$ cat config.mk
export PLATFORM = sky130hd
export DESIGN_NAME = udd_chain
export DESIGN_NICKNAME = d
export VERILOG_FILES = /design/src/hw/udd_pkg.sv /design/src/hw/udd_chain.sv /design/src/hw/udd_cordic.sv
export SDC_FILE = /design/constraint.sdc
export NUM_CORES = 1
export LEC_CHECK = 0
export BUFFER_PORTS_ARGS = -buffer_cell sky130_fd_sc_hd__buf_4
export CORE_MARGIN = 1
export CORE_UTILIZATION = 55
export CTS_CLUSTER_DIAMETER = 60
export DETAILED_ROUTE_END_ITERATION = 12
export PLACE_DENSITY = 0.72
export SYNTH_ARGS = -nofsm -noshare
export SYNTH_HDL_FRONTEND = slang
export SYNTH_SLANG_ARGS = --single-unit
$ cat constraint.sdc
create_clock -name i_clock -period 18.7 [get_ports i_clock]
set_input_delay 0.935 -clock i_clock [delete_from_list [all_inputs] [get_ports i_clock]]
set_output_delay 0.935 -clock i_clock [all_outputs]
set_load 0.02 [all_outputs]
$ cat src/hw/udd_pkg.sv
// Package: constants, register map and carrier types of the Doppler demodulation chain
package udd_pkg;
	// Timing: core clock and sampling strobe rate
	localparam int CLK_HZ = 200_000_000;
	localparam int STROBE_HZ = 160_000;
	localparam logic [11:0] DIV_INT_RST = 12'(CLK_HZ / STROBE_HZ);
	localparam logic [7:0] DIV_FRAC_RST = 8'h00;
	localparam logic [5:0] FILT_RST = 6'h35;
	localparam logic [3:0] THRES_RST = 4'h8;
	localparam logic [3:0] GAIN_RST = 4'h8;
	localparam logic [4:0] DECIM = 5'h12;
	localparam logic [3:0] CORDIC_LAST = 4'h7;
	localparam int LPF_SHIFT_100 = 6;
	localparam int LPF_SHIFT_200 = 5;
	localparam int FRAC_W = 8;

	// Register map, word index on the plain register port
	localparam logic [3:0] A_DIV_INT = 4'h0;
	localparam logic [3:0] A_DIV_FRAC = 4'h1;
	localparam logic [3:0] A_FILT = 4'h2;
	localparam logic [3:0] A_THRES = 4'h3;
	localparam logic [3:0] A_GAIN = 4'h4;
	localparam logic [3:0] A_I = 4'h5;
	localparam logic [3:0] A_Q = 4'h6;
	localparam logic [3:0] A_MAG = 4'h7;
	localparam logic [3:0] A_HP = 4'h8;
	localparam logic [3:0] A_SIGN = 4'h9;
	localparam int FILT_LPF_BIT = 5;
	localparam int FILT_TWO_POLE_BIT = 4;

	// Register port request
	typedef struct packed {
		logic [3:0] addr;
		logic [15:0] wdata;
		logic wr;
		logic rd;
	} udd_reg_req_t;

	// Demodulated I, Q and amplitude
	typedef struct packed {
		logic signed [8:0] i;
		logic signed [8:0] q;
		logic [9:0] mag;
	} udd_demod_t;

	// Threshold code to decimated-stream units, full scale taken as 18*256
	function automatic logic [15:0] udd_thr_value(input logic [3:0] code);
		case (code)
			4'h0: udd_thr_value = 16'h0005;
			4'h1: udd_thr_value = 16'h0007;
			4'h2: udd_thr_value = 16'h0009;
			4'h3: udd_thr_value = 16'h000b;
			4'h4: udd_thr_value = 16'h000e;
			4'h5: udd_thr_value = 16'h0010;
			4'h6: udd_thr_value = 16'h0012;
			4'h7: udd_thr_value = 16'h001b;
			4'h8: udd_thr_value = 16'h0024;
			4'h9: udd_thr_value = 16'h0037;
			4'ha: udd_thr_value = 16'h004a;
			4'hb: udd_thr_value = 16'h006a;
			4'hc: udd_thr_value = 16'h008f;
			4'hd: udd_thr_value = 16'h00d9;
			4'he: udd_thr_value = 16'h0122;
			default: udd_thr_value = 16'h01b1;
		endcase
	endfunction : udd_thr_value

	// High-pass pole coefficient as shift sums, about 11.5/14.8/17.8/21.3 Hz at 2.22 kS/s
	function automatic logic signed [23:0] udd_hp_coef(input logic signed [23:0] x, input logic [1:0] sel);
		case (sel)
			2'h0: udd_hp_coef = x >>> 5;
			2'h1: udd_hp_coef = (x >>> 5) + (x >>> 7);
			2'h2: udd_hp_coef = (x >>> 5) + (x >>> 6) + (x >>> 8);
			default: udd_hp_coef = x >>> 4;
		endcase
	endfunction : udd_hp_coef
endpackage : udd_pkg

$ cat src/hw/udd_chain.sv
// Ultrasound Doppler receive chain: strobe divider, I/Q, magnitude, filters, threshold sign
// Overview of operation
// (RQ1) Fractional-N divider makes 160 kHz strobe
// (RQ2) Strobe split into four phases, shared tx
// (RQ3) One converter sample taken per strobe
// (RQ4) In-phase is third minus first sample
// (RQ5) Quadrature is fourth minus second sample
// (RQ6) CORDIC gives root of I2 plus Q2
// (RQ7) Single-pole low-pass, bandwidth by control bit
// (RQ8) Accumulate-and-dump decimation by eighteen
// (RQ9) One or two high-pass poles, bit four
// (RQ10) Pole bits [3:2] first, [1:0] second
// (RQ11) Programmed threshold subtracted after high-pass
// (RQ12) Sixteen log threshold steps, 0.1-9.4 percent
// (RQ13) Only the sign goes downstream
// (RQ14) Transmit wave is divided 40 kHz tone
// (RQ15) I and Q values made available
// (RQ16) Final receive amplifier gain digitally set
// (RQ17) Detects 0.9 percent modulation at best
// (RQ18) Low-pass select 0 is 100 Hz, 1 is 200 Hz
// (RQ19) Digital reset clears all filter state
// (RQ20) Decimator reloads with sample on dump
// (RQ21) Threshold code mapped through fixed table
//
// Strobed register access and the register offsets were decided locally.
module udd_chain (
	input wire logic i_clock,
	input wire logic i_rst_n,
	input wire udd_pkg::udd_reg_req_t i_reg,
	input wire logic [7:0] i_adc_data,
	output logic [15:0] o_reg_rdata,
	output logic o_adc_strobe,
	output logic o_tx_wave,
	output logic [3:0] o_rx_gain,
	output udd_pkg::udd_demod_t o_demod,
	output logic o_detect_negative,
	output logic o_detect_valid
);
	typedef struct packed {
		logic [7:0] sync1;
		logic [7:0] sync2;
		logic [11:0] div_cnt;
		logic [7:0] frac_acc;
		logic long_period;
		logic strobe;
		logic [1:0] phase;
		logic [2:0][7:0] smp;
		logic start;
		udd_pkg::udd_demod_t demod;
		logic [17:0] lpf;
		logic [14:0] dec_acc;
		logic [4:0] dec_cnt;
		logic signed [23:0] hp1;
		logic signed [23:0] hp2;
		logic signed [15:0] hp_out;
		logic negative;
		logic valid;
		logic tx;
		logic [11:0] div_int;
		logic [7:0] div_frac;
		logic [5:0] filt;
		logic [3:0] thres;
		logic [3:0] gain;
		logic [15:0] rdata;
	} udd_state_t;

	udd_state_t st_ff;
	udd_state_t nxt_st;
	logic fire;
	logic [8:0] frac_sum;
	logic [11:0] limit;
	logic cordic_done;
	logic [9:0] cordic_mag;
	logic signed [18:0] lpf_diff;
	logic [9:0] lpf_int;
	logic dump;
	logic signed [23:0] hp_in;
	logic signed [23:0] d1;
	logic signed [23:0] d2;
	logic signed [23:0] hp_y;
	logic signed [16:0] thr_diff;

	// Magnitude engine, started once per complete four-sample group
	udd_cordic u_cordic (
		.i_clock(i_clock),
		.i_rst_n(i_rst_n),
		.i_start(st_ff.start),
		.i_i(st_ff.demod.i),
		.i_q(st_ff.demod.q),
		.o_done(cordic_done),
		.o_mag(cordic_mag)
	);

	// Whole chain as one next-state computation
	always_comb
	begin
		nxt_st = st_ff;
		nxt_st.strobe = 1'b0;
		nxt_st.start = 1'b0;
		nxt_st.valid = 1'b0;
		nxt_st.rdata = 16'h0000;
		lpf_diff = '0;
		lpf_int = st_ff.lpf[17:8];
		dump = 1'b0;
		hp_in = '0;
		d1 = '0;
		d2 = '0;
		hp_y = '0;
		thr_diff = '0;

		// Converter bus comes from another domain, two stages before use
		nxt_st.sync1 = i_adc_data;
		nxt_st.sync2 = st_ff.sync1;

		// Period alternates N and N+1 so the average is N + F/256
		frac_sum = {1'b0, st_ff.frac_acc} + {1'b0, st_ff.div_frac};
		limit = st_ff.long_period ? st_ff.div_int : st_ff.div_int - 12'h001;
		fire = (st_ff.div_cnt >= limit); // RQ1
		if (fire)
		begin
			nxt_st.div_cnt = 12'h000;
			nxt_st.frac_acc = frac_sum[7:0]; // RQ1
			nxt_st.long_period = frac_sum[8];
			nxt_st.strobe = 1'b1;
			nxt_st.phase = st_ff.phase + 2'h1; // RQ2
			// Tone follows phase so receive demodulation stays homodyne
			nxt_st.tx = nxt_st.phase[1]; // RQ14
			if (st_ff.phase == 2'h3)
			begin
				nxt_st.demod.i = 9'({1'b0, st_ff.smp[2]}) - 9'({1'b0, st_ff.smp[0]}); // RQ4
				nxt_st.demod.q = 9'({1'b0, st_ff.sync2}) - 9'({1'b0, st_ff.smp[1]}); // RQ5
				nxt_st.start = 1'b1; // RQ6
			end
			else
				nxt_st.smp[st_ff.phase] = st_ff.sync2; // RQ3
		end
		else
			nxt_st.div_cnt = st_ff.div_cnt + 12'h001;

		// Low-pass at 40 kS/s, shift 6 near 100 Hz and 5 near 200 Hz
		if (cordic_done)
		begin
			nxt_st.demod.mag = cordic_mag; // RQ15
			lpf_diff = 19'({cordic_mag, 8'h00}) - 19'(st_ff.lpf);
			if (st_ff.filt[udd_pkg::FILT_LPF_BIT]) // RQ18
				nxt_st.lpf = 18'($signed(19'(st_ff.lpf)) + (lpf_diff >>> udd_pkg::LPF_SHIFT_200)); // RQ7
			else
				nxt_st.lpf = 18'($signed(19'(st_ff.lpf)) + (lpf_diff >>> udd_pkg::LPF_SHIFT_100)); // RQ7
			lpf_int = nxt_st.lpf[17:8];
			// Dump the full sum, restart from this sample
			if (st_ff.dec_cnt == udd_pkg::DECIM)
			begin
				dump = 1'b1; // RQ8
				nxt_st.dec_acc = 15'(lpf_int); // RQ20
				nxt_st.dec_cnt = 5'h01;
			end
			else
			begin
				nxt_st.dec_acc = st_ff.dec_acc + 15'(lpf_int); // RQ8
				nxt_st.dec_cnt = st_ff.dec_cnt + 5'h01;
			end
		end

		// High-pass poles at 2.22 kS/s, each pole is input minus its tracking low-pass
		if (dump)
		begin
			hp_in = 24'({st_ff.dec_acc, 8'h00});
			d1 = hp_in - st_ff.hp1;
			nxt_st.hp1 = st_ff.hp1 + udd_pkg::udd_hp_coef(d1, st_ff.filt[3:2]); // RQ10
			hp_y = d1;
			if (st_ff.filt[udd_pkg::FILT_TWO_POLE_BIT]) // RQ9
			begin
				d2 = d1 - st_ff.hp2;
				nxt_st.hp2 = st_ff.hp2 + udd_pkg::udd_hp_coef(d2, st_ff.filt[1:0]); // RQ10
				hp_y = d2;
			end
			nxt_st.hp_out = hp_y[23:8];
			// Table step 5 is the most sensitive useful setting
			// Sign-extend the filtered value, a falling signal must stay negative
			thr_diff = 17'($signed(hp_y[23:8])) - 17'(udd_pkg::udd_thr_value(st_ff.thres)); // RQ11 RQ12 RQ17 RQ21
			nxt_st.negative = thr_diff[16]; // RQ13
			nxt_st.valid = 1'b1;
		end

		// Register writes; divider needs at least a few cycles per strobe
		if (i_reg.wr)
		begin
			case (i_reg.addr)
				udd_pkg::A_DIV_INT: nxt_st.div_int = i_reg.wdata[11:0]; // RQ1
				udd_pkg::A_DIV_FRAC: nxt_st.div_frac = i_reg.wdata[7:0]; // RQ1
				udd_pkg::A_FILT: nxt_st.filt = i_reg.wdata[5:0];
				udd_pkg::A_THRES: nxt_st.thres = i_reg.wdata[3:0];
				udd_pkg::A_GAIN: nxt_st.gain = i_reg.wdata[3:0]; // RQ16
				default: nxt_st.div_int = st_ff.div_int;
			endcase
		end

		// Read data lands one cycle after the strobe, unmapped reads zero
		if (i_reg.rd)
		begin
			case (i_reg.addr)
				udd_pkg::A_DIV_INT: nxt_st.rdata = {4'h0, st_ff.div_int};
				udd_pkg::A_DIV_FRAC: nxt_st.rdata = {8'h00, st_ff.div_frac};
				udd_pkg::A_FILT: nxt_st.rdata = {10'h000, st_ff.filt};
				udd_pkg::A_THRES: nxt_st.rdata = {12'h000, st_ff.thres};
				udd_pkg::A_GAIN: nxt_st.rdata = {12'h000, st_ff.gain};
				udd_pkg::A_I: nxt_st.rdata = 16'(st_ff.demod.i); // RQ15
				udd_pkg::A_Q: nxt_st.rdata = 16'(st_ff.demod.q); // RQ15
				udd_pkg::A_MAG: nxt_st.rdata = {6'h00, st_ff.demod.mag};
				udd_pkg::A_HP: nxt_st.rdata = st_ff.hp_out;
				udd_pkg::A_SIGN: nxt_st.rdata = {15'h0000, st_ff.negative};
				default: nxt_st.rdata = 16'h0000;
			endcase
		end
	end

	// Reset clears every filter and sample; configuration back to defaults
	always_ff @(posedge i_clock)
	begin
		if (!i_rst_n)
		begin
			st_ff <= '0; // RQ19
			st_ff.div_int <= udd_pkg::DIV_INT_RST;
			st_ff.div_frac <= udd_pkg::DIV_FRAC_RST;
			st_ff.filt <= udd_pkg::FILT_RST;
			st_ff.thres <= udd_pkg::THRES_RST;
			st_ff.gain <= udd_pkg::GAIN_RST;
		end
		else
			st_ff <= nxt_st;
	end

	// Outputs straight from the state register
	assign o_reg_rdata = st_ff.rdata;
	assign o_adc_strobe = st_ff.strobe;
	assign o_tx_wave = st_ff.tx;
	assign o_rx_gain = st_ff.gain;
	assign o_demod = st_ff.demod;
	assign o_detect_negative = st_ff.negative;
	assign o_detect_valid = st_ff.valid;
endmodule : udd_chain

$ cat src/hw/udd_cordic.sv
// Iterative vectoring CORDIC giving the magnitude of an I/Q pair
module udd_cordic (
	input wire logic i_clock,
	input wire logic i_rst_n,
	input wire logic i_start,
	input wire logic signed [8:0] i_i,
	input wire logic signed [8:0] i_q,
	output logic o_done,
	output logic [9:0] o_mag
);
	typedef struct packed {
		logic signed [11:0] x;
		logic signed [11:0] y;
		logic [3:0] k;
		logic busy;
		logic done;
		logic [9:0] mag;
	} udd_cordic_st_t;

	udd_cordic_st_t st_ff;
	udd_cordic_st_t nxt_st;
	logic signed [11:0] x_gain;

	// One rotation per cycle, eight cycles well inside one 40 kHz group
	always_comb
	begin
		nxt_st = st_ff;
		nxt_st.done = 1'b0;
		x_gain = '0;
		if (i_start)
		begin
			nxt_st.x = (i_i < 0) ? -12'(i_i) : 12'(i_i);
			nxt_st.y = 12'(i_q);
			nxt_st.k = 4'h0;
			nxt_st.busy = 1'b1;
		end
		else if (st_ff.busy)
		begin
			if (st_ff.y >= 0)
			begin
				nxt_st.x = st_ff.x + (st_ff.y >>> st_ff.k);
				nxt_st.y = st_ff.y - (st_ff.x >>> st_ff.k);
			end
			else
			begin
				nxt_st.x = st_ff.x - (st_ff.y >>> st_ff.k);
				nxt_st.y = st_ff.y + (st_ff.x >>> st_ff.k);
			end
			nxt_st.k = st_ff.k + 4'h1;
			if (st_ff.k == udd_pkg::CORDIC_LAST)
			begin
				// Gain 1/1.647 folded in as shifts, trades 0.3% error for no multiplier
				x_gain = (nxt_st.x >>> 1) + (nxt_st.x >>> 3) - (nxt_st.x >>> 6);
				nxt_st.mag = x_gain[9:0];
				nxt_st.busy = 1'b0;
				nxt_st.done = 1'b1;
			end
		end
	end

	// State register with synchronous reset
	always_ff @(posedge i_clock)
	begin
		if (!i_rst_n)
			st_ff <= '0;
		else
			st_ff <= nxt_st;
	end

	assign o_done = st_ff.done;
	assign o_mag = st_ff.mag;
endmodule : udd_cordic

==> results.cfg <==
[global_routing]
antenna_found_initial = 0
grt_pass1_wl_mm = 113
overflow = 0
grt_pass1_vias = 22800
grt_max_degree = 81
grt_use_total = 0.276

[pwr]
p_per_area_nw_per_um2 = 49.8
max-vdd-ir-drop_v = 0.0000612
leakage_nw = 13.1

[placed_design]
place_congestion = 0.928
dp_hpwl_mm = 52.4
dpl.cell_count = 3813
dpl_cell_area_um2 = 27500
io_buffers = 79

[routing]
vias = 23200
drc = 0
wl_mm = 68.7
firstDrtPassIters = 5
drtAntennaViolNets = 0
drt_iter0_drc = 1611
avgViaCountPerCell = 5.98
wl_per_cell_um = 17.7

[synth]
synth_fa_ha_area_frac = 0.173
ys_seq_area_frac = 0.222
synth_top_family_by_area = compound AO/OA/AOI/OAI gates
synth_area_leaders = dfxtp_1 (22%), ha_1 (14%), xnor2_1 (6.3%)
synth-main-ff-cell = dfxtp_1
yosysWarnings = 0
syn_nets = 3636
synth_compound_area_frac = 0.192
synth_top_area_share = 0.222
synth_simple_gate_area_frac = 0.163
syn_avg_cell_area_um2 = 8.18
synth-xor-area-share = 0.0853
async_reset_ff_frac = 0
synthMuxAreaShare = 0.0943
netlist_instances = 3265
synth-seq-cells = 296
yosysTopAreaCell = dfxtp_1
syn_area_um2 = 26700
yosysUniqueCellTypes = 91
synth-edff-count = 0

[timing]
maxSlewViolCount = 0
setup_violations = 0
hold_violations = 0
fin_worst_skew_ns = 0.0293
post-route-period-util = 0.544
max_freq_ghz = 0.0982
worstMarginPinSlew_ns = 1.26
grt_setup_unrepaired = false
finalSetupTns_ns = 0
period_needed_ns = 10.18
relSlewSlack = 0.161

[finish]
area_delta_synth_final_pct = 7.71
drive_gt1_frac = 0.0890
layout.nets = 3609
postLayoutCoreUtil = 0.601
mostFrequentLayoutCell = nor2_1
layout_common_cells = nor2_1 (329), dfxtp_1 (295), ha_1 (290), a21oi_1 (256)
layout.cells.non_filler = 3883
finish.instance_area_um2 = 28800
insertedDiodeCount = 0

[cts]
path_clk_slew_ns = 0.06
clk_latency_ns = 0.58
post_cts_resize_count = 0
holdBufCountCts = 0
cts.path.max_buffers = 3
htree_levels = 2
cts_made_buffers = 38
cts_tree = done
cts.sinks = 296
cts_setup_buffers = 0
cts-root-buf = clkbuf_16

[die]
start_util = 0.558
core_um2 = 47800
dieArea_um2 = 49400
dieHeight_um = 222
fp.dieW_um = 222
ios = 84
num_rows = 80

[critical_path]
crit_path_max_fanout = 17
crit_arrival_ns = 10.68
end_kind = register
crit_required_ns = 19.20
worstSetupStartpointType = register
slowest_stage = xnor2_1
critPathMaxStageDelay_ns = 0.79
path_common_cell = a21oi_1
worst-setup-path-type = reg -> reg

[flow_run]
drv_cap = 0

[outcome]
status = complete, no violations

[hold_path]
hold_path.class = reg -> reg
==> routing by layer <==
layer | share of wire | global-route usage | up-vias
li1 | - | - | 11400
met1 | 0.43 | 0.338 | 11100
met2 | 0.48 | 0.490 | 574
met3 | 0.051 | 0.0357 | 145
met4 | 0.034 | 0.106 | 0
met5 | 0 | 0 | -
==> layout make-up <==
type	instances	area (µm²)
Fill cell	4229	19100
Inverter	265	1000
Clock inverter	20	194
Clock buffer	50	1110
Multi-Input combinational cell	2524	18900
Timing Repair Buffer	113	848
Tap cell	615	769
Sequential cell	296	5930
==> through the flow <==
step | worst slack (ns) | hold slack [ns] | total power, mW
6_report | 8.52 | 0.436 | 1.43
5_1_grt | 7.95 | 0.448 | 1.47
4_1_cts | 8.61 | 0.445 | 1.45
3_5_place_dp | 8.67 | 0.422 | 0.702
3_3_place_gp | 8.82 | 0.425 | 0.701
2_1_floorplan | 10.62 | 0.412 | 0.686
==> critical path, delay by kind of cell, from the launching register on <==
kind                       cells  cell delay [ns]
and+or+nand+nor                6             2.00
adders and majority gates      4             1.80
xor gates and xnor gates       2             1.42
AOI/OAI and AO/OA             18             3.73
DFF                            1             0.38
buffers and inverters          1             0.76
==> where the power goes <==
part / internal [mW] / switching (mW) / leakage, nW / total [mW]
Clock: 0.427 / 0.318 / 0.645 / 0.745
Combinational: 0.0187 / 0.0316 / 10.1 / 0.0503
Sequential: 0.634 / 0.00368 / 2.39 / 0.638
==> worst paths after layout <==
path,from,end,slack (ns),depth (start not counted)
max,st_ff[96],st_ff[91],8.52,31
min,nxt_st[237],st_ff[237],0.44,1
max reg2reg,st_ff[96],st_ff[91],8.52,31
min reg2reg,nxt_st[237],st_ff[237],0.44,1
==> synth_stat cells (9+ instances only) <==
| cell | n |
|---|---|
| buf_4 | 51 |
| a211o_1 | 13 |
| xnor2_1 | 192 |
| mux2_2 | 17 |
| xor2_1 | 66 |
| a21o_1 | 92 |
| o31ai_1 | 22 |
| o211ai_1 | 9 |
| a2111oi_0 | 9 |
| fa_1 | 49 |
| mux4_2 | 47 |
| nor2_1 | 329 |
| and3_1 | 27 |
| nand2b_1 | 36 |
| ha_1 | 290 |
| a21oi_1 | 256 |
| mux2i_1 | 125 |
| nand3_1 | 82 |
| o21a_1 | 27 |
| inv_1 | 256 |
| and2_1 | 26 |
| a211oi_1 | 51 |
| dfxtp_1 | 296 |
| o41ai_1 | 10 |
| nor4_1 | 11 |
| nor3_1 | 68 |
| buf_1 | 22 |
| or3_1 | 19 |
| a31oi_1 | 24 |
| o22ai_1 | 10 |
| o21ai_0 | 132 |
| or2_2 | 13 |
| a21boi_0 | 10 |
| o21bai_1 | 35 |
| nor2b_1 | 41 |
| clkbuf_1 | 102 |
| nand2_1 | 255 |
==> logic make-up (layout without fill, tap and decap cells) <==
kind of cell             after synthesis  count (layout)
buffers and inverters                445             448
AO/OA/AOI/OAI                        790             790
XOR/XNOR                             259             259
multiplexers                         190             190
adder cells (fa/ha/maj)              341             341
flip-flops                           296             296
AND/OR/NAND/NOR                      944             944
(Power assumes the default switching activity.)
